===== config.mk =====
export PLATFORM = sky130hd
export DESIGN_NAME = bsc_chain
export DESIGN_NICKNAME = d
export VERILOG_FILES = /design/src/design/bsc_pkg.sv /design/src/design/bsc_chain.sv /design/src/design/bsc_gen_cell.sv /design/src/design/bsc_pin_cell.sv
export SDC_FILE = /design/constraint.sdc
export NUM_CORES = 1
export LEC_CHECK = 0
export BUFFER_PORTS_ARGS = -buffer_cell sky130_fd_sc_hd__buf_2
export CAP_MARGIN = 20
export CORE_MARGIN = 3
export CORE_UTILIZATION = 43
export DETAILED_ROUTE_END_ITERATION = 10
export PLACE_DENSITY = 0.65
export SYNTH_ARGS = -nofsm -noshare
export SYNTH_HDL_FRONTEND = slang
export SYNTH_SLANG_ARGS = --single-unit

===== constraint.sdc =====
create_clock -name clk -period 1.6 [get_ports clk]
set_input_delay 0.24 -clock clk [delete_from_list [all_inputs] [get_ports clk]]
set_output_delay 0.24 -clock clk [all_outputs]
set_load 0.02 [all_outputs]

===== src/design/bsc_pkg.sv =====
/*
  Shared constants and carrier types for the boundary-scan cell chain.
  Assumes a single core clock that samples the test clock and strobes.
*/
package bsc_pkg;

  // Bits held by one bidirectional port pin cell: data, control, pull-up
  localparam int PIN_CELL_BITS = 3;
  localparam int PIN_BIT_DATA = 0;
  localparam int PIN_BIT_CTRL = 1;
  localparam int PIN_BIT_PULL = 2;

  // Positions of the non-pin cells, counted from the end nearest the output
  localparam int MISC_CELLS = 18;
  localparam int MISC_TWI_SCL = 0;
  localparam int MISC_TWI_SDA = 1;
  localparam int MISC_RST_NORMAL = 2;
  localparam int MISC_RST_HV = 3;
  localparam int MISC_OSC_EN = 4;
  localparam int MISC_OSC_CK = 9;
  localparam int MISC_CMP_OFF = 14;
  localparam int MISC_CMP_RES = 15;
  localparam int MISC_CMP_MUX = 16;
  localparam int MISC_CMP_BG = 17;

  // Clock options: external clock, crystal, external RC, low-freq crystal, timer
  localparam int OSC_COUNT = 5;
  localparam int OSC_EXT_RC = 2;
  localparam logic [4:0] OSC_UNUSED_LEVEL = 5'h04;

  localparam int TWI_PINS = 2;
  localparam int SYNC_DEPTH = 3;
  localparam int SYNC_LINES = 7;
  localparam logic [6:0] SYNC_RESET = 7'h00;
  localparam logic CELL_RESET = 1'h0;

  // Test access strobes, each valid for one core clock
  typedef struct packed {
    logic capture;
    logic shift;
    logic update;
  } bsc_strobe_t;

  // Observe-only cells have no hold latch
  function automatic bit bsc_observe_only(input int idx);
    return (idx == MISC_RST_NORMAL) || (idx == MISC_RST_HV) ||
           ((idx >= MISC_OSC_CK) && (idx < MISC_OSC_CK + OSC_COUNT));
  endfunction

endpackage


===== src/design/bsc_chain.sv =====
/*
  Boundary-scan chain for port pins, two-wire enables, reset pin,
  oscillators and analog comparator. Test clock and TAP strobes come
  from outside and are sampled by clk; instruction decode is external.
*/
// Behaviour
// - Pin has pull-up cell plus two-stage cell
// - Input data captures raw pin, no synchroniser
// - Normal drive follows port and direction bits
// - Pull-up is not-disable, not-direction, port
// - Alternate functions outside cells; capture sees pin
// - Analog functions scanned at digital-analog boundary
// - Two-wire pins get extra scanned drive enable
// - No scan cell for spike filter
// - Reset pin has two observe-only cells
// - Oscillator enable scanned, clock observe-only
// - Internal RC oscillator not in chain
// - Unused clock reads 0, external RC 1
// - Oscillator enables controllable through chain
// - Load-capacitor fuse not scan-controllable
// - Comparator signals on general scan cells
// - Comparator off, result, mux, bandgap signals
// - Chains shift least significant bit first
// - External test drives latches onto pins
// - Preload loads latches, pins unaffected
`timescale 1ns/1ps
module bsc_chain import bsc_pkg::*; #(
  parameter int NUM_PINS = 8,
  parameter int SCL_PIN = 0,
  parameter int SDA_PIN = 1
) (
  input wire logic clk,
  input wire logic resetn,
  input wire logic tck,
  input wire logic tdi,
  input wire logic tapCapture,
  input wire logic tapShift,
  input wire logic tapUpdate,
  input wire logic modeExtest,
  input wire logic modeSample,
  output logic tdo,
  input wire logic [NUM_PINS-1:0] pinPadIn,
  output logic [NUM_PINS-1:0] pinPadOut,
  output logic [NUM_PINS-1:0] pinPadOe,
  output logic [NUM_PINS-1:0] pinPullupOn,
  output logic [NUM_PINS-1:0] pinInputBit,
  input wire logic [NUM_PINS-1:0] pinDirectionBit,
  input wire logic [NUM_PINS-1:0] pinOutputBit,
  input wire logic globalPullupOff,
  input wire logic [TWI_PINS-1:0] twoWireDriveReq,
  output logic [TWI_PINS-1:0] twoWireDriveOn,
  input wire logic normalResetObserve,
  input wire logic highVoltageResetObserve,
  input wire logic [OSC_COUNT-1:0] oscEnableReq,
  input wire logic [OSC_COUNT-1:0] oscClockLine,
  input wire logic [OSC_COUNT-1:0] clockOptionUsed,
  output logic [OSC_COUNT-1:0] oscEnableOut,
  input wire logic internalLoadCapFuse,
  input wire logic crystalNeedsCap,
  input wire logic comparatorPowerOffReq,
  input wire logic comparatorMuxSelectReq,
  input wire logic comparatorBandgapReq,
  input wire logic comparatorResultAnalog,
  output logic comparatorPowerOff,
  output logic comparatorMuxSelect,
  output logic comparatorBandgapOn,
  output logic comparatorResult
);

  if (NUM_PINS < 2 || SCL_PIN == SDA_PIN ||
      SCL_PIN >= NUM_PINS || SDA_PIN >= NUM_PINS) begin : g_badParams
    $error("bsc_chain: bad pin parameters");
  end

  // Outside inputs: three stages, a change counts when the last two agree
  logic [SYNC_LINES-1:0] sync1_reg, sync2_reg, sync3_reg, accepted_reg, acceptedPrev_reg;
  logic tckSeen, tdiSeen, extestOn, chainSelected;
  bsc_strobe_t strobe;

  always_ff @(posedge clk or negedge resetn) begin
    if (!resetn) begin
      sync1_reg <= SYNC_RESET;
      sync2_reg <= SYNC_RESET;
      sync3_reg <= SYNC_RESET;
    end else begin
      sync1_reg <= {modeSample, modeExtest, tapUpdate, tapShift, tapCapture, tdi, tck};
      sync2_reg <= sync1_reg;
      sync3_reg <= sync2_reg;
    end
  end

  always_ff @(posedge clk or negedge resetn) begin
    if (!resetn) begin
      accepted_reg <= SYNC_RESET;
      acceptedPrev_reg <= SYNC_RESET;
    end else begin
      for (int i = 0; i < SYNC_LINES; i++) begin
        if (sync2_reg[i] == sync3_reg[i]) begin
          accepted_reg[i] <= sync3_reg[i];
        end
      end
      acceptedPrev_reg <= accepted_reg;
    end
  end

  assign tckSeen = accepted_reg[0] & ~acceptedPrev_reg[0];
  assign tdiSeen = accepted_reg[1];
  assign extestOn = accepted_reg[5];
  assign chainSelected = accepted_reg[5] | accepted_reg[6];
  // Capture and shift on test clock rise, update on its fall
  assign strobe.capture = chainSelected & accepted_reg[2] & tckSeen;
  assign strobe.shift = chainSelected & accepted_reg[3] & ~accepted_reg[2] & tckSeen;
  assign strobe.update = chainSelected & accepted_reg[4] & ~accepted_reg[0] & acceptedPrev_reg[0];

  // Pin cells nearest the output, then the other cells toward the input
  logic [NUM_PINS-1:0][PIN_CELL_BITS-1:0] pinStages, pinHeld;
  logic [NUM_PINS-1:0] pinShiftIn, pullExpr;
  logic [MISC_CELLS-1:0] miscSo, miscHeld, miscCapture, miscShiftIn;
  logic [OSC_COUNT-1:0] scannedClock;

  always_comb begin
    for (int p = 0; p < NUM_PINS; p++) begin
      pullExpr[p] = ~globalPullupOff & ~pinDirectionBit[p] & pinOutputBit[p];
    end
  end

  genvar p, m;
  generate
    for (p = 0; p < NUM_PINS; p++) begin : g_pin
      if (p == NUM_PINS - 1) begin : g_last
        assign pinShiftIn[p] = miscSo[0];
      end else begin : g_mid
        assign pinShiftIn[p] = pinStages[p+1][PIN_BIT_DATA];
      end
      // Alternate functions join beyond the cell, so the pad is what we see
      bsc_pin_cell u_pin (
        .clk(clk),
        .resetn(resetn),
        .strobe(strobe),
        .shiftIn(pinShiftIn[p]),
        .pullCapture(pullExpr[p]),
        .ctrlCapture(pinDirectionBit[p]),
        .rawPinLevel(pinPadIn[p]),
        .stages(pinStages[p]),
        .held(pinHeld[p])
      );
    end

    for (m = 0; m < MISC_CELLS; m++) begin : g_misc
      if (m == MISC_CELLS - 1) begin : g_last
        assign miscShiftIn[m] = tdiSeen;
      end else begin : g_mid
        assign miscShiftIn[m] = miscSo[m+1];
      end
      bsc_gen_cell #(.OBSERVE_ONLY(bsc_observe_only(m))) u_cell (
        .clk(clk),
        .resetn(resetn),
        .strobe(strobe),
        .shiftIn(miscShiftIn[m]),
        .captureValue(miscCapture[m]),
        .shiftOut(miscSo[m]),
        .heldValue(miscHeld[m])
      );
    end
  endgenerate
  // Internal RC oscillator deliberately has no cell here
  always_comb begin
    for (int k = 0; k < OSC_COUNT; k++) begin
      scannedClock[k] = clockOptionUsed[k] ? oscClockLine[k] : OSC_UNUSED_LEVEL[k];
    end
    miscCapture = '0;
    miscCapture[MISC_TWI_SCL] = twoWireDriveReq[0];
    miscCapture[MISC_TWI_SDA] = twoWireDriveReq[1];
    miscCapture[MISC_RST_NORMAL] = normalResetObserve;
    miscCapture[MISC_RST_HV] = highVoltageResetObserve;
    miscCapture[MISC_OSC_EN +: OSC_COUNT] = oscEnableReq;
    miscCapture[MISC_OSC_CK +: OSC_COUNT] = scannedClock;
    miscCapture[MISC_CMP_OFF] = comparatorPowerOffReq;
    miscCapture[MISC_CMP_RES] = comparatorResultAnalog;
    miscCapture[MISC_CMP_MUX] = comparatorMuxSelectReq;
    miscCapture[MISC_CMP_BG] = comparatorBandgapReq;
  end

  assign tdo = pinStages[0][PIN_BIT_DATA];
  // Pad side: latches reach pins only in external test
  always_ff @(posedge clk or negedge resetn) begin
    if (!resetn) begin
      pinPadOut <= '0;
      pinPadOe <= '0;
      pinPullupOn <= '0;
    end else begin
      for (int i = 0; i < NUM_PINS; i++) begin
        if (extestOn) begin
          pinPadOe[i] <= pinHeld[i][PIN_BIT_CTRL];
          pinPadOut[i] <= pinHeld[i][PIN_BIT_DATA];
          pinPullupOn[i] <= pinHeld[i][PIN_BIT_PULL];
        end else begin
          pinPadOe[i] <= pinDirectionBit[i];
          pinPadOut[i] <= pinOutputBit[i];
          pinPullupOn[i] <= pullExpr[i];
        end
      end
    end
  end
  // Core input path keeps its synchroniser; the scan capture does not
  logic [NUM_PINS-1:0] pinSync1_reg, pinSync2_reg, pinSync3_reg;
  always_ff @(posedge clk or negedge resetn) begin
    if (!resetn) begin
      pinSync1_reg <= '0;
      pinSync2_reg <= '0;
      pinSync3_reg <= '0;
      pinInputBit <= '0;
    end else begin
      pinSync1_reg <= pinPadIn;
      pinSync2_reg <= pinSync1_reg;
      pinSync3_reg <= pinSync2_reg;
      for (int i = 0; i < NUM_PINS; i++) begin
        if (pinSync2_reg[i] == pinSync3_reg[i]) begin
          pinInputBit[i] <= pinSync3_reg[i];
        end
      end
    end
  end
  // Slew-limited driver runs beside the port driver; spike filter unscanned
  always_ff @(posedge clk or negedge resetn) begin
    if (!resetn) begin
      twoWireDriveOn <= '0;
    end else if (extestOn) begin
      twoWireDriveOn <= miscHeld[MISC_TWI_SDA:MISC_TWI_SCL];
    end else begin
      twoWireDriveOn <= twoWireDriveReq;
    end
  end
  // Load-cap fuse gates the crystal but is never taken from the chain
  logic [OSC_COUNT-1:0] oscEnableSel;
  always_comb begin
    oscEnableSel = extestOn ? miscHeld[MISC_OSC_EN +: OSC_COUNT] : oscEnableReq;
    oscEnableSel[1] = oscEnableSel[1] & (~crystalNeedsCap | internalLoadCapFuse);
  end
  always_ff @(posedge clk or negedge resetn) begin
    if (!resetn) begin
      oscEnableOut <= '0;
    end else begin
      oscEnableOut <= oscEnableSel;
    end
  end
  // Comparator cells sit between digital logic and the analog block
  always_ff @(posedge clk or negedge resetn) begin
    if (!resetn) begin
      comparatorPowerOff <= 1'h0;
      comparatorMuxSelect <= 1'h0;
      comparatorBandgapOn <= 1'h0;
      comparatorResult <= 1'h0;
    end else if (extestOn) begin
      comparatorPowerOff <= miscHeld[MISC_CMP_OFF];
      comparatorMuxSelect <= miscHeld[MISC_CMP_MUX];
      comparatorBandgapOn <= miscHeld[MISC_CMP_BG];
      comparatorResult <= miscHeld[MISC_CMP_RES];
    end else begin
      comparatorPowerOff <= comparatorPowerOffReq;
      comparatorMuxSelect <= comparatorMuxSelectReq;
      comparatorBandgapOn <= comparatorBandgapReq;
      comparatorResult <= comparatorResultAnalog;
    end
  end
endmodule // bsc_chain


===== src/design/bsc_gen_cell.sv =====
/*
  General or observe-only boundary-scan cell: one shift stage and,
  unless observe-only, one hold latch. Strobes come from the chain top.
*/
`timescale 1ns/1ps
module bsc_gen_cell import bsc_pkg::*; #(
  parameter bit OBSERVE_ONLY = 1'b0
) (
  input wire logic clk,
  input wire logic resetn,
  input wire bsc_strobe_t strobe,
  input wire logic shiftIn,
  input wire logic captureValue,
  output logic shiftOut,
  output logic heldValue
);

  logic stage_reg;

  always_ff @(posedge clk or negedge resetn) begin
    if (!resetn) begin
      stage_reg <= CELL_RESET;
    end else if (strobe.capture) begin
      stage_reg <= captureValue;
    end else if (strobe.shift) begin
      stage_reg <= shiftIn;
    end
  end

  assign shiftOut = stage_reg;

  generate
    if (OBSERVE_ONLY) begin : g_obs
      assign heldValue = CELL_RESET;
    end else begin : g_hold
      logic held_reg;
      always_ff @(posedge clk or negedge resetn) begin
        if (!resetn) begin
          held_reg <= CELL_RESET;
        end else if (strobe.update) begin
          held_reg <= stage_reg;
        end
      end
      assign heldValue = held_reg;
    end
  endgenerate

endmodule // bsc_gen_cell


===== src/design/bsc_pin_cell.sv =====
/*
  Bidirectional port pin cell: a pull-up cell plus a two-stage register
  merging output control, output data and raw input data.
*/
`timescale 1ns/1ps
module bsc_pin_cell import bsc_pkg::*; (
  input wire logic clk,
  input wire logic resetn,
  input wire bsc_strobe_t strobe,
  input wire logic shiftIn,
  input wire logic pullCapture,
  input wire logic ctrlCapture,
  input wire logic rawPinLevel,
  output logic [PIN_CELL_BITS-1:0] stages,
  output logic [PIN_CELL_BITS-1:0] held
);

  logic [PIN_CELL_BITS-1:0] stage_reg;
  logic [PIN_CELL_BITS-1:0] held_reg;

  always_ff @(posedge clk or negedge resetn) begin
    if (!resetn) begin
      stage_reg <= '0;
    end else if (strobe.capture) begin
      stage_reg[PIN_BIT_PULL] <= pullCapture;
      stage_reg[PIN_BIT_CTRL] <= ctrlCapture;
      stage_reg[PIN_BIT_DATA] <= rawPinLevel;
    end else if (strobe.shift) begin
      stage_reg <= {shiftIn, stage_reg[PIN_CELL_BITS-1:1]};
    end
  end

  // Data stage latch feeds output data; its capture side sees the pin
  always_ff @(posedge clk or negedge resetn) begin
    if (!resetn) begin
      held_reg <= '0;
    end else if (strobe.update) begin
      held_reg <= stage_reg;
    end
  end

  assign stages = stage_reg;
  assign held = held_reg;

endmodule // bsc_pin_cell


Word-level counts from Yosys, hierarchy flattened
Cells that the tools add are included.
{"block": "word_totals", "register_bits": 173, "latch_bits": 0, "ramBits": 0, "mem_bits_ro": 0, "input_bits": 59, "output_inout_bits": 44, "elab_cells": 220, "memories": 0}
{"block": "op_classes", "n_addsub": 0, "mul": 0, "div_mod_pow": 0, "magnitude_cmp": 0, "n_eq_ne": 15, "shifts": 0, "mux": 87, "n_bitwise": 41, "reduce_logical": 1}
{"op": "$mux 1", "count": 69}
{"op": "$mux 3", "count": 16}
{"op": "$and 1x1->1", "count": 26}
{"op": "$eq 1x1->1", "count": 15}
{"op": "$not 1->1", "count": 13}
{"op": "$mux 5", "count": 1}
{"op": "$mux 2", "count": 1}
{"op": "$or 1x1->1", "count": 2}
{"op": "$reduce_bool 2->1", "count": 1}

Depth between registers and ports, before layout
Gate-level depths: netlist (run 1).
{"block": "logic_depth", "word_depth": 6, "depth_mapped": 6, "depth_no_buf": 3}

Cells and area by module
From an unflattened synthesis (run 1), not the netlist that was laid out.
{"block": "hier_totals", "cells_unflattened": 442, "hier_area_um2": 6432.4}
{"mod": "bsc_chain", "n_inst": 1, "cells_per_inst": 190, "area_per_inst_um2": 3203.1, "seq_area_each_um2": 2402.3}
{"mod": "bsc_pin_cell", "n_inst": 8, "cells_per_inst": 18, "area_per_inst_um2": 240.2, "seq_area_each_um2": 150.1}
{"mod": "bsc_gen_cell at g_misc[0].u_cell ...", "n_inst": 11, "cells_per_inst": 6, "area_per_inst_um2": 83.8, "seq_area_each_um2": 50.0}
{"mod": "bsc_gen_cell at g_misc[10].u_cell ...", "n_inst": 7, "cells_per_inst": 6, "area_per_inst_um2": 55.1, "seq_area_each_um2": 25.0}

Worst setup path before layout (run 1)
OpenSTA, ideal clock, no wires.
{"block": "synth_path", "kind": "register to register", "startpoint": "register accepted_reg[5]", "endpoint": "register g_pin[2].u_pin.stage_reg[2]", "setup_ns": 0.126, "arrival_ns": 1.336, "required_ns": 1.474, "slack_ns": 0.138, "stages_incl_launch_ff": 6, "n_path_buf": 2, "period_less_slack_ns": 1.462, "path_cell_list": "dfrtp_1 buf_6 or2_1 buf_2 and3_1 a221o_1"}
{"block": "synth_via", "elab_chain_len": 5, "word_cells_on_any_way": 8, "classes_between": "mux: 1; bitwise: 6; reduce/logical: 1"}
{"item": "start: declaration", "line_no": "bsc_chain.sv:76", "source": "logic [SYNC_LINES-1:0] sync1_reg, sync2_reg, sync3_reg, accepted_reg, acceptedPrev_reg;"}
{"item": "start signal: indexed assignment", "line_no": "bsc_chain.sv:99", "source": "accepted_reg[i] <= sync3_reg[i];"}
{"item": "$or 1x1->1 *", "line_no": "bsc_chain.sv:109", "source": "assign chainSelected = accepted_reg[5] | accepted_reg[6];"}
{"item": "$and 1x1->1 (3 in a row)", "line_no": "bsc_chain.sv:112", "source": "assign strobe.shift = chainSelected & accepted_reg[3] & ~accepted_reg[2] & tckSeen;"}
{"item": "$reduce_bool 2->1 (no line)"}
{"item": "end signal: indexed assignment", "line_no": "bsc_pin_cell.sv:25", "source": "stage_reg[PIN_BIT_PULL] <= pullCapture;"}
{"item": "end signal: indexed assignment", "line_no": "bsc_pin_cell.sv:26", "source": "stage_reg[PIN_BIT_CTRL] <= ctrlCapture;"}
{"item": "end signal: indexed assignment", "line_no": "bsc_pin_cell.sv:27", "source": "stage_reg[PIN_BIT_DATA] <= rawPinLevel;"}
{"item": "end: declaration", "line_no": "bsc_pin_cell.sv:18", "source": "logic [PIN_CELL_BITS-1:0] stage_reg;"}
Mark *: on every way between the ends. The rest lies on a longest branch, timed or not.
A chain may end at the register's enable or synchronous reset.

Final worst setup path (run 1)
{"block": "layout_path", "startpoint": "register accepted_reg[5]", "endpoint": "register g_misc[10].u_cell.stage_reg"}
{"block": "layout_via", "elab_chain_len": 5, "word_cells_on_any_way": 8, "classes_between": "mux: 1; bitwise: 6; reduce/logical: 1"}
{"item": "$or 1x1->1 *", "line_no": "bsc_chain.sv:109"}
{"item": "$and 1x1->1 (3 in a row)", "line_no": "bsc_chain.sv:112"}
{"item": "$reduce_bool 2->1 (no line)"}
{"item": "end signal: assignment", "line_no": "bsc_gen_cell.sv:24", "source": "stage_reg <= captureValue;"}
{"item": "end signal: assignment", "line_no": "bsc_gen_cell.sv:26", "source": "stage_reg <= shiftIn;"}
{"item": "end: declaration", "line_no": "bsc_gen_cell.sv:18", "source": "logic stage_reg;"}
Marks and branches as above.

==> impl_metrics.json, run 1 <==
{
  "multi_input_comb_area_um2": 2300,
  "min_period_over_period": 0.954,
  "final_core_utilization": 0.560,
  "area_of_placed_instances_um2": 7820,
  "final_net_count": 719,
  "vias_in_the_first_global_route": 5030,
  "cap_violations": 0,
  "drt-wirelength-per-cell_um": 17.8,
  "timing.critical_path.from_type": "register",
  "critical_path.endpoint_type": "register",
  "post-synth-top-area-cell": "dfrtp_1",
  "first_iter_violations": 295,
  "post_synth_instance_area_um2": 6900,
  "report.final.hold_viol_count": 0,
  "numCtsBuffers": 17,
  "achievable-frequency_ghz": 0.655,
  "worst-endpoint-arrival_ns": 1.84,
  "seq_area_frac_synth": 0.628,
  "via_per_inst": 5.58,
  "clock_latency_ns": 0.43,
  "reg2regPathDepth": 4,
  "r2r_slack_ns": 0.07,
  "die_width_um": 133,
  "postCtsSetupRepairBufs": 0,
  "synthTopCellsByCount": "173 x dfrtp_1, 52 x mux2_2, 36 x o21ai_0, 32 x nand4_1, 31 x nand3_1",
  "flop_and_latch_count_out_of_synthesis": 173,
  "power_density_nw_per_um2": 1630,
  "detailroute.via_count": 4933,
  "holdWs_ns": 0.0337,
  "max-clock-path-buffers": 2,
  "hp-class": "in2reg",
  "period_needed_ns": 1.53,
  "firstDrtPassIters": 5,
  "drc": 0,
  "initial_core_util": 0.447,
  "worstHoldEndpoint": "pinPullupOn[0]$_DFF_PN0_",
  "netlist_top_cells_area": "dfrtp_1 63%, mux2_2 8.5%, nand4_1 2.9%",
  "cts-root-buf": "clkbuf_16",
  "placedCellCount": 835,
  "relative_max_transition_margin": 0.590,
  "most_frequent_cell_after_synthesis": "dfrtp_1",
  "setup_ws_ns": 0.0736,
  "setup.worst_path.class": "reg2reg",
  "core_um2": 15400,
  "grt_overflow_total": 0,
  "skew_ns": 0.0120,
  "ys_async_sr_fraction": 1.00,
  "syn2layout_area_growth_pct": 25.2,
  "total_of_endpoints_with_negative_setup_slack_in_the_final_report": 0,
  "antenna_found_initial": 0,
  "hold_path_startpoint": "pinDirectionBit[0]",
  "yosysTopAreaCellShare": 0.628,
  "synth_edf_count": 0,
  "regToRegEndpoint": "g_misc[10].u_cell.shiftOut$_DFFE_PN0P_",
  "syn_area_per_cell_um2": 12.9,
  "fillCellCount": 1314,
  "sequential_area_um2": 4330,
  "die_y_um": 133,
  "top_level_ports": 103,
  "port_buffers": 102,
  "reg2reg_from": "accepted_reg[5]$_DFFE_PN0N_",
  "syn-num-nets": 594,
  "clock_sinks": 173,
  "post-dp-hpwl_um": 10600,
  "grt_start_max_net_pins": 47,
  "die_footprint_um2": 17600,
  "floorplan.rows": 45,
  "final_cell_area_um2": 8640,
  "maxSlewViolCount": 0,
  "insertedDiodeCount": 0,
  "worst_ir_drop_vdd_mv": 0.879,
  "finish.cell_count_without_fillers": 884,
  "tritoncts": "yes",
  "yosys_warnings": 0,
  "ctsResizeCount": 0,
  "rsz0062_at_grt": "false",
  "cts.hold.buffers_added": 17,
  "postRouteWirelength_um": 15700,
  "tns_ns": 0,
  "power_mw": 14.0,
  "power.leakage_nw": 3.77,
  "synth.distinct_cells": 41,
  "cts.htree.levels": 4,
  "worst-endpoint-required_ns": 1.91,
  "run_status": "completed",
  "share_of_cells_above_drive_strength_1": 0.330,
  "antenna_violating_nets_post_route": 0,
  "gp_congestion": 0.850,
  "preCtsSetupSlack_ns": 0.0644,
  "global_route_wire_length_before_repair_um": 26000,
  "worst_slew_pin_slew_ns": 0.613,
  "syn-instance-count": 535,
  "hold_depth": 2,
  "worstPathMaxFanout": 14,
  "ys.flop_type": "dfrtp_1",
  "grt_usage": 0.185,
  "clkSlewWorstSetupHoldPaths_ns": 0.06
}
## critical path, stage by stage, from the launching register on
cell	delay, ns
dfrtp_2	0.43
or2_2	0.35
buf_4	0.20
a41o_1	0.22
a211o_1	0.22
## per-layer routing
layer | GRT usage | vias up | part of all wire
li1 | - | 2246 | -
met1 | 0.245 | 2475 | 0.44
met2 | 0.296 | 179 | 0.49
met3 | 0.0430 | 33 | 0.052
met4 | 0.0785 | 0 | 0.025
met5 | 0 | - | 0
## layout by cell type (no fill, tap or decap), types with 3 or more instances in the layout
cell,instances
o32a_1,3
nor3_1,5
a41oi_1,12
a32o_1,7
inv_1,12
buf_2,101
clkbuf_1,4
nand4_1,32
nand2b_1,4
a41o_1,4
nand3_1,31
dlygate4sd3_1,17
nor3b_1,16
nor4_1,4
bufinv_16,5
dfrtp_1,171
nor2b_1,3
clkbuf_16,17
maj3_1,15
a211o_1,6
mux2_2,52
buf_12,9
and3_1,4
nand2_1,14
o21ai_0,36
a21oi_1,4
buf_4,23
and2_1,17
a32oi_1,16
## worst max-delay path by stage
stage | startpoint | endpoint | slack (ns) | cells after the start
after CTS | accepted_reg[2]$_DFFE_PN0N_ | g_pin[4].u_pin.stages[2]$_DFFE_PN0P_ | 0.05 | 3
after global placement | accepted_reg[5]$_DFFE_PN0N_ | g_misc[12].u_cell.shiftOut$_DFFE_PN0P_ | 0.1 | 4
after floorplan | accepted_reg[5]$_DFFE_PN0N_ | g_pin[2].u_pin.stages[2]$_DFFE_PN0P_ | 0.14 | 5
after detailed placement | accepted_reg[2]$_DFFE_PN0N_ | g_pin[4].u_pin.stages[2]$_DFFE_PN0P_ | 0.06 | 3
final | accepted_reg[5]$_DFFE_PN0N_ | g_misc[10].u_cell.shiftOut$_DFFE_PN0P_ | 0.07 | 4
after global routing | accepted_reg[2]$_DFFE_PN0N_ | g_pin[4].u_pin.stages[2]$_DFFE_PN0P_ | 0.01 | 3
## cell families (layout without fill, tap and decap cells)
| group | Yosys count | in the layout | synth area share |
|---|---|---|---|
| and+or+nand+nor | 138 | 138 | 0.118 |
| AOI/OAI and AO/OA | 97 | 97 | 0.104 |
| buffers and inverters | 57 | 195 | 0.0386 |
| DFF | 173 | 173 | 0.628 |
| adders and majority gates | 15 | 15 | 0.0218 |
| muxes | 55 | 55 | 0.0896 |
## report_power, final
part	leakage, nW	internal, mW	switching [mW]
combinational	1.44	1.46	1.53
sequential	2.02	5.66	0.877
clock	0.308	2.86	1.64
total	3.77	9.99	4.05
## layout make-up
cell class,instances,share of cell area
inverters,12,0.00522
clock buffers,23,0.0542
repair buffers,151,0.120
flip-flops and latches,173,0.502
multi-input cells,305,0.267
well taps,211,0.0306
clock inverters,9,0.0212
No activity file was read; power rests on OpenSTA's default activity.
==> inputs of run 2 (changes only) <==
--- a/config.mk
+++ b/config.mk
@@ -6,11 +6,11 @@
 export NUM_CORES = 1
 export LEC_CHECK = 0
 export BUFFER_PORTS_ARGS = -buffer_cell sky130_fd_sc_hd__buf_2
-export CAP_MARGIN = 20
 export CORE_MARGIN = 3
 export CORE_UTILIZATION = 43
 export DETAILED_ROUTE_END_ITERATION = 10
-export PLACE_DENSITY = 0.65
+export PLACE_DENSITY = 0.66
+export SETUP_SLACK_MARGIN = 0.1
 export SYNTH_ARGS = -nofsm -noshare
 export SYNTH_HDL_FRONTEND = slang
 export SYNTH_SLANG_ARGS = --single-unit
==> run 2 against run 1 <==
  * Flip-flop and latch count is the same
  * Critical endpoint is now g_pin[0].u_pin.stages[1]$_DFFE_PN0P_
  * Clock power shrank 0.9%
  * Die area is the same
  * Hold slack gained 0.019 ns
==> impl_metrics.json, run 2 (synthesis gave the netlist of run 1 again) <==
{
  "cap_violations": 0,
  "timing.critical_path.from_type": "register",
  "critical_path.slowest_cell": "dfrtp_2",
  "r2r_slack_ns": 0.13,
  "numCtsBuffers": 17,
  "drt-wirelength-per-cell_um": 17.9,
  "setup.worst_path.class": "reg2reg",
  "gp_congestion": 0.899,
  "sequential_area_um2": 4330,
  "placedCellCount": 835,
  "fillCellCount": 1296,
  "cts-root-buf": "clkbuf_16",
  "period_needed_ns": 1.47,
  "worstHoldEndpoint": "pinPullupOn[0]$_DFF_PN0_",
  "die_y_um": 133,
  "worstPathMaxFanout": 10,
  "grt_usage": 0.186,
  "clock_latency_ns": 0.42,
  "setup_ws_ns": 0.130,
  "grt_overflow_total": 0,
  "worst_ir_drop_vdd_mv": 0.826,
  "antenna_violating_nets_post_route": 0,
  "power_density_nw_per_um2": 1610,
  "share_of_cells_above_drive_strength_1": 0.347,
  "drc": 0,
  "relative_max_transition_margin": 0.628,
  "floorplan.rows": 45,
  "layout.cells.most_common_list": "169 x dfrtp_1, 101 x buf_2, 52 x mux2_2",
  "rsz0062_at_grt": "true",
  "power.leakage_nw": 3.81,
  "reg2regPathDepth": 3,
  "clock_sinks": 173,
  "final_core_utilization": 0.565,
  "grt_start_max_net_pins": 46,
  "first_iter_violations": 393,
  "global_route_wire_length_before_repair_um": 26300,
  "worstPathCellList": "or2_2, a32o_1, a211o_1",
  "firstDrtPassIters": 5,
  "worst-endpoint-arrival_ns": 1.77,
  "met2RoutedLength_um": 7810,
  "layout.cells.most_common": "dfrtp_1",
  "final_net_count": 725,
  "vias_in_the_first_global_route": 5066,
  "initial_core_util": 0.447,
  "route.top_layer_used": "met4",
  "min_period_over_period": 0.919,
  "post-dp-hpwl_um": 10600,
  "stage_delay_of_the_slowest_cell_on_the_critical_path_ns": 0.44,
  "port_buffers": 102,
  "hp-class": "in2reg",
  "finish.cell_count_without_fillers": 889,
  "tritoncts": "yes",
  "cts.htree.levels": 4,
  "power_mw": 14.0,
  "drt-met1-wl_um": 6970,
  "worst-endpoint-required_ns": 1.90,
  "antenna_found_initial": 0,
  "skew_ns": 0.00673,
  "syn2layout_area_growth_pct": 26.3,
  "hold_depth": 2,
  "maxSlewViolCount": 0,
  "core_um2": 15400,
  "regToRegEndpoint": "g_pin[0].u_pin.stages[1]$_DFFE_PN0P_",
  "die_footprint_um2": 17600,
  "report.final.hold_viol_count": 0,
  "max-clock-path-buffers": 2,
  "worst_slew_pin_slew_ns": 0.556,
  "critical_path.endpoint_type": "register",
  "multi_input_comb_area_um2": 2340,
  "path_buf_inv": 0,
  "die_width_um": 133,
  "detailroute.via_count": 4968,
  "insertedDiodeCount": 0,
  "postRouteWirelength_um": 15900,
  "hold_path_startpoint": "pinDirectionBit[0]",
  "run_status": "completed",
  "total_of_endpoints_with_negative_setup_slack_in_the_final_report": 0,
  "path_delay_family": "compound AO/OA/AOI/OAI gates",
  "met3_length_um": 799,
  "achievable-frequency_ghz": 0.680,
  "clkSlewWorstSetupHoldPaths_ns": 0.06,
  "via_per_inst": 5.59,
  "top_level_ports": 103,
  "preCtsSetupSlack_ns": -0.00237,
  "reg2reg_from": "accepted_reg[6]$_DFFE_PN0N_"
}
[run 2: metrics by stage]
| step | area, um^2 | hold slack (ns) | TNS (ns) |
|---|---|---|---|
| after detailed placement | 7800 | 0.186 | -0.00237 |
| after global placement | 7800 | 0.188 | 0 |
| after CTS | 8630 | 0.0319 | 0 |
| after floorplan | 6900 | -0.0556 | 0 |
| after global routing | 8710 | 0.0260 | 0 |
| final | 8710 | 0.0529 | 0 |
[run 2: how the worst max path moves through the flow]
| stage | from | to | slack (ns) | cells past startpoint |
|---|---|---|---|---|
| finish | accepted_reg[6]$_DFFE_PN0N_ | g_pin[0].u_pin.stages[1]$_DFFE_PN0P_ | 0.13 | 3 |
| CTS | accepted_reg[5]$_DFFE_PN0N_ | g_pin[5].u_pin.stages[2]$_DFFE_PN0P_ | 0.1 | 5 |
| global placement | accepted_reg[5]$_DFFE_PN0N_ | g_pin[5].u_pin.stages[2]$_DFFE_PN0P_ | 0.06 | 4 |
| global route | accepted_reg[5]$_DFFE_PN0N_ | g_pin[7].u_pin.held[0]$_DFFE_PN0P_ | 0.09 | 4 |
| detailed placement | accepted_reg[5]$_DFFE_PN0N_ | g_misc[0].u_cell.shiftOut$_DFFE_PN0P_ | -0.002 | 4 |
| floorplan | accepted_reg[5]$_DFFE_PN0N_ | g_pin[2].u_pin.stages[2]$_DFFE_PN0P_ | 0.14 | 5 |
[run 2: worst register-to-register path, delay by kind of cell, from the launching register on]
kind	cells	cell delay, ns
AND/OR/NAND/NOR	1	0.43
flip-flops	1	0.44
AO/OA/AOI/OAI	2	0.49
[run 2: area by class of cell]
class / instances / share of cell area
timing repair buffer: 156 / 0.125
clock buffer: 20 / 0.0524
tap: 211 / 0.0303
inverter: 12 / 0.00517
multi-input combinational: 306 / 0.268
clock inverter: 11 / 0.0218
sequential: 173 / 0.497
[run 2: power by group]
part           switching [mW]  internal [mW]
registers               0.875           5.66
clock network            1.62           2.84
logic                    1.55           1.49
total                    4.04           9.99
[run 2: timing repair]
| action | 4_1_cts | 5_1_grt |
|---|---|---|
| pin swaps | 0 | 1 |
| gates cloned | 0 | 2 |
| setup buffers | 1 | 3 |
| gates resized for setup | 3 | 7 |
| setup endpoints to repair | 43 | 50 |
| endpoints found under the hold margin | 50 | 0 |
| hold buffers | 17 | 0 |
[run 2: metal layers]
metal	global-route usage	vias to the layer above
li1	-	2250
met1	0.248	2501
met2	0.300	188
met3	0.0449	29
met4	0.0618	0
met5	0	-
==> inputs of run 3 (changes only) <==
--- a/config.mk
+++ b/config.mk
@@ -6,9 +6,9 @@
 export NUM_CORES = 1
 export LEC_CHECK = 0
 export BUFFER_PORTS_ARGS = -buffer_cell sky130_fd_sc_hd__buf_2
-export CORE_MARGIN = 3
 export CORE_UTILIZATION = 43
 export DETAILED_ROUTE_END_ITERATION = 10
+export MAX_ROUTING_LAYER = met4
 export PLACE_DENSITY = 0.66
 export SETUP_SLACK_MARGIN = 0.1
 export SYNTH_ARGS = -nofsm -noshare
==> run 3 against run 2 <==
  * Cell area hardly changed
  * First-iteration DRC count fell by 26%
  * Setup slack worse by 0.0056 ns
  * Hold slack worse by 0.0085 ns
  * Maximum frequency shrank 0.38%
  * Critical path type unchanged
  * Critical endpoint is now g_pin[1].u_pin.stages[0]$_DFFE_PN0P_
  * Largest cell class unchanged
==> impl_metrics.json, run 3 (synthesis gave the netlist of run 1 again) <==
{
  "first_iter_violations": 292,
  "syn2layout_area_growth_pct": 26.4,
  "detailroute.via_count": 5005,
  "path_buf_inv": 0,
  "power.leakage_nw": 3.79,
  "rsz0062_at_grt": "true",
  "antenna_violating_nets_post_route": 0,
  "numCtsBuffers": 17,
  "top_level_ports": 103,
  "critical_path.slowest_cell": "dfrtp_2",
  "layout.cells.most_common": "dfrtp_1",
  "core_um2": 15400,
  "via_per_inst": 5.57,
  "timing.critical_path.from_type": "register",
  "floorplan.rows": 45,
  "power_density_nw_per_um2": 1560,
  "die_width_um": 129,
  "min_period_over_period": 0.922,
  "worstPathMaxFanout": 10,
  "port_buffers": 102,
  "global_route_wire_length_before_repair_um": 25700,
  "period_needed_ns": 1.48,
  "postRouteWirelength_um": 15900,
  "cts.htree.levels": 4,
  "grt_start_max_net_pins": 43,
  "power_mw": 13.6,
  "holdWs_ns": 0.0444,
  "layout.cells.most_common_list": "169 x dfrtp_1, 101 x buf_2, 52 x mux2_2",
  "initial_core_util": 0.447,
  "vias_in_the_first_global_route": 5065,
  "gp_congestion": 0.827,
  "achievable-frequency_ghz": 0.678,
  "stage_delay_of_the_slowest_cell_on_the_critical_path_ns": 0.46,
  "die_footprint_um2": 16500,
  "share_of_cells_above_drive_strength_1": 0.355,
  "firstDrtPassIters": 4,
  "worst-endpoint-required_ns": 1.92,
  "hold_depth": 2,
  "cts-root-buf": "clkbuf_16",
  "final_net_count": 733,
  "total_of_endpoints_with_negative_setup_slack_in_the_final_report": 0,
  "setup.worst_path.class": "reg2reg",
  "area_of_placed_instances_um2": 7870,
  "skew_ns": 0.0217,
  "clkSlewWorstSetupHoldPaths_ns": 0.07,
  "grt_overflow_total": 0,
  "max-clock-path-buffers": 2,
  "grt_usage": 0.210,
  "maxSlewViolCount": 0,
  "worst_slew_pin_slew_ns": 0.448,
  "placedCellCount": 843,
  "tritoncts": "yes",
  "critical_path.endpoint_type": "register",
  "path_delay_family": "compound AO/OA/AOI/OAI gates",
  "reg2regPathDepth": 3,
  "clock_sinks": 173,
  "clock_latency_ns": 0.43,
  "drt-wirelength-per-cell_um": 17.7,
  "worstPathCellList": "or2_2, a32o_1, a211o_1",
  "report.final.hold_viol_count": 0,
  "relative_max_transition_margin": 0.701,
  "worstSetupPathDepth": 3,
  "hp-class": "in2reg",
  "drc": 0,
  "cap_violations": 0,
  "finish.cell_count_without_fillers": 898,
  "die_y_um": 129,
  "final_cell_area_um2": 8720,
  "worst_ir_drop_vdd_mv": 0.839,
  "insertedDiodeCount": 0,
  "run_status": "completed",
  "antenna_found_initial": 0,
  "worst-endpoint-arrival_ns": 1.80,
  "post-dp-hpwl_um": 10500
}
## run 3: changes by cell type in the layout (fill, tap and decap cells not counted), moves of 2 or more
cell	previous run	this run
clkinv_2	3	1
buf_4	27	33
clkinvlp_4	1	9
bufinv_16	5	2
clkinv_4	2	0
## run 3: area by class of cell
class / count / area [um^2]
Clock inverter: 13 / 141
Clock buffer: 19 / 443
Multi-Input combinational cell: 307 / 2340
Timing Repair Buffer: 163 / 1150
Inverter: 12 / 45.0
Tap cell: 211 / 264
Sequential cell: 173 / 4330
Fill cell: 1293 / 6710
## run 3: power by group
part	total [mW]	leakage, nW	internal [mW]	switching (mW)
Clock	4.02	0.256	2.34	1.68
Sequential	6.54	2.02	5.66	0.880
Combinational	3.06	1.52	1.52	1.54
## run 3: worst paths after layout
path                                                   from                                   end  slack [ns]
worst max register to register  accepted_reg[5]$_DFFE_PN0N_  g_pin[1].u_pin.stages[0]$_DFFE_PN0P_        0.12
worst min-delay path                     pinDirectionBit[0]              pinPullupOn[0]$_DFF_PN0_        0.04
worst min register to register    pinSync1_reg[1]$_DFF_PN0_             pinSync2_reg[1]$_DFF_PN0_        0.34
worst max-delay path            accepted_reg[5]$_DFFE_PN0N_  g_pin[1].u_pin.stages[0]$_DFFE_PN0P_        0.12
max in group asynchronous                            resetn  g_pin[1].u_pin.stages[2]$_DFFE_PN0P_        0.70
min in group asynchronous                            resetn            pinInputBit[3]$_DFFE_PN0N_        0.34
## run 3: metal layers
metal,share of wire,vias up,GRT usage
li1,-,2269,-
met1,0.44,2524,0.269
met2,0.49,194,0.333
met3,0.060,18,0.0445
met4,0.012,0,0.0699
met5,0,-,-
## run 3: through the flow
step / setup TNS, ns / utilization / setup WS [ns]
after floorplan: 0 / - / 0.138
after global placement: 0 / 0.510 / 0.0202
after detailed placement: -0.159 / 0.510 / -0.0551
after CTS: 0 / 0.561 / 0.0980
after global routing: 0 / 0.565 / 0.0837
final: 0 / 0.565 / 0.125
## run 3: timing repair
action / CTS / global route
resized for setup: 3 / 7
setup buffers: 3 / 0
hold buffers: 17 / 0
endpoints found under the hold margin: 51 / 0
endpoints found under the setup margin: 36 / 25
pin swaps: 1 / 1
gates cloned: 0 / 3
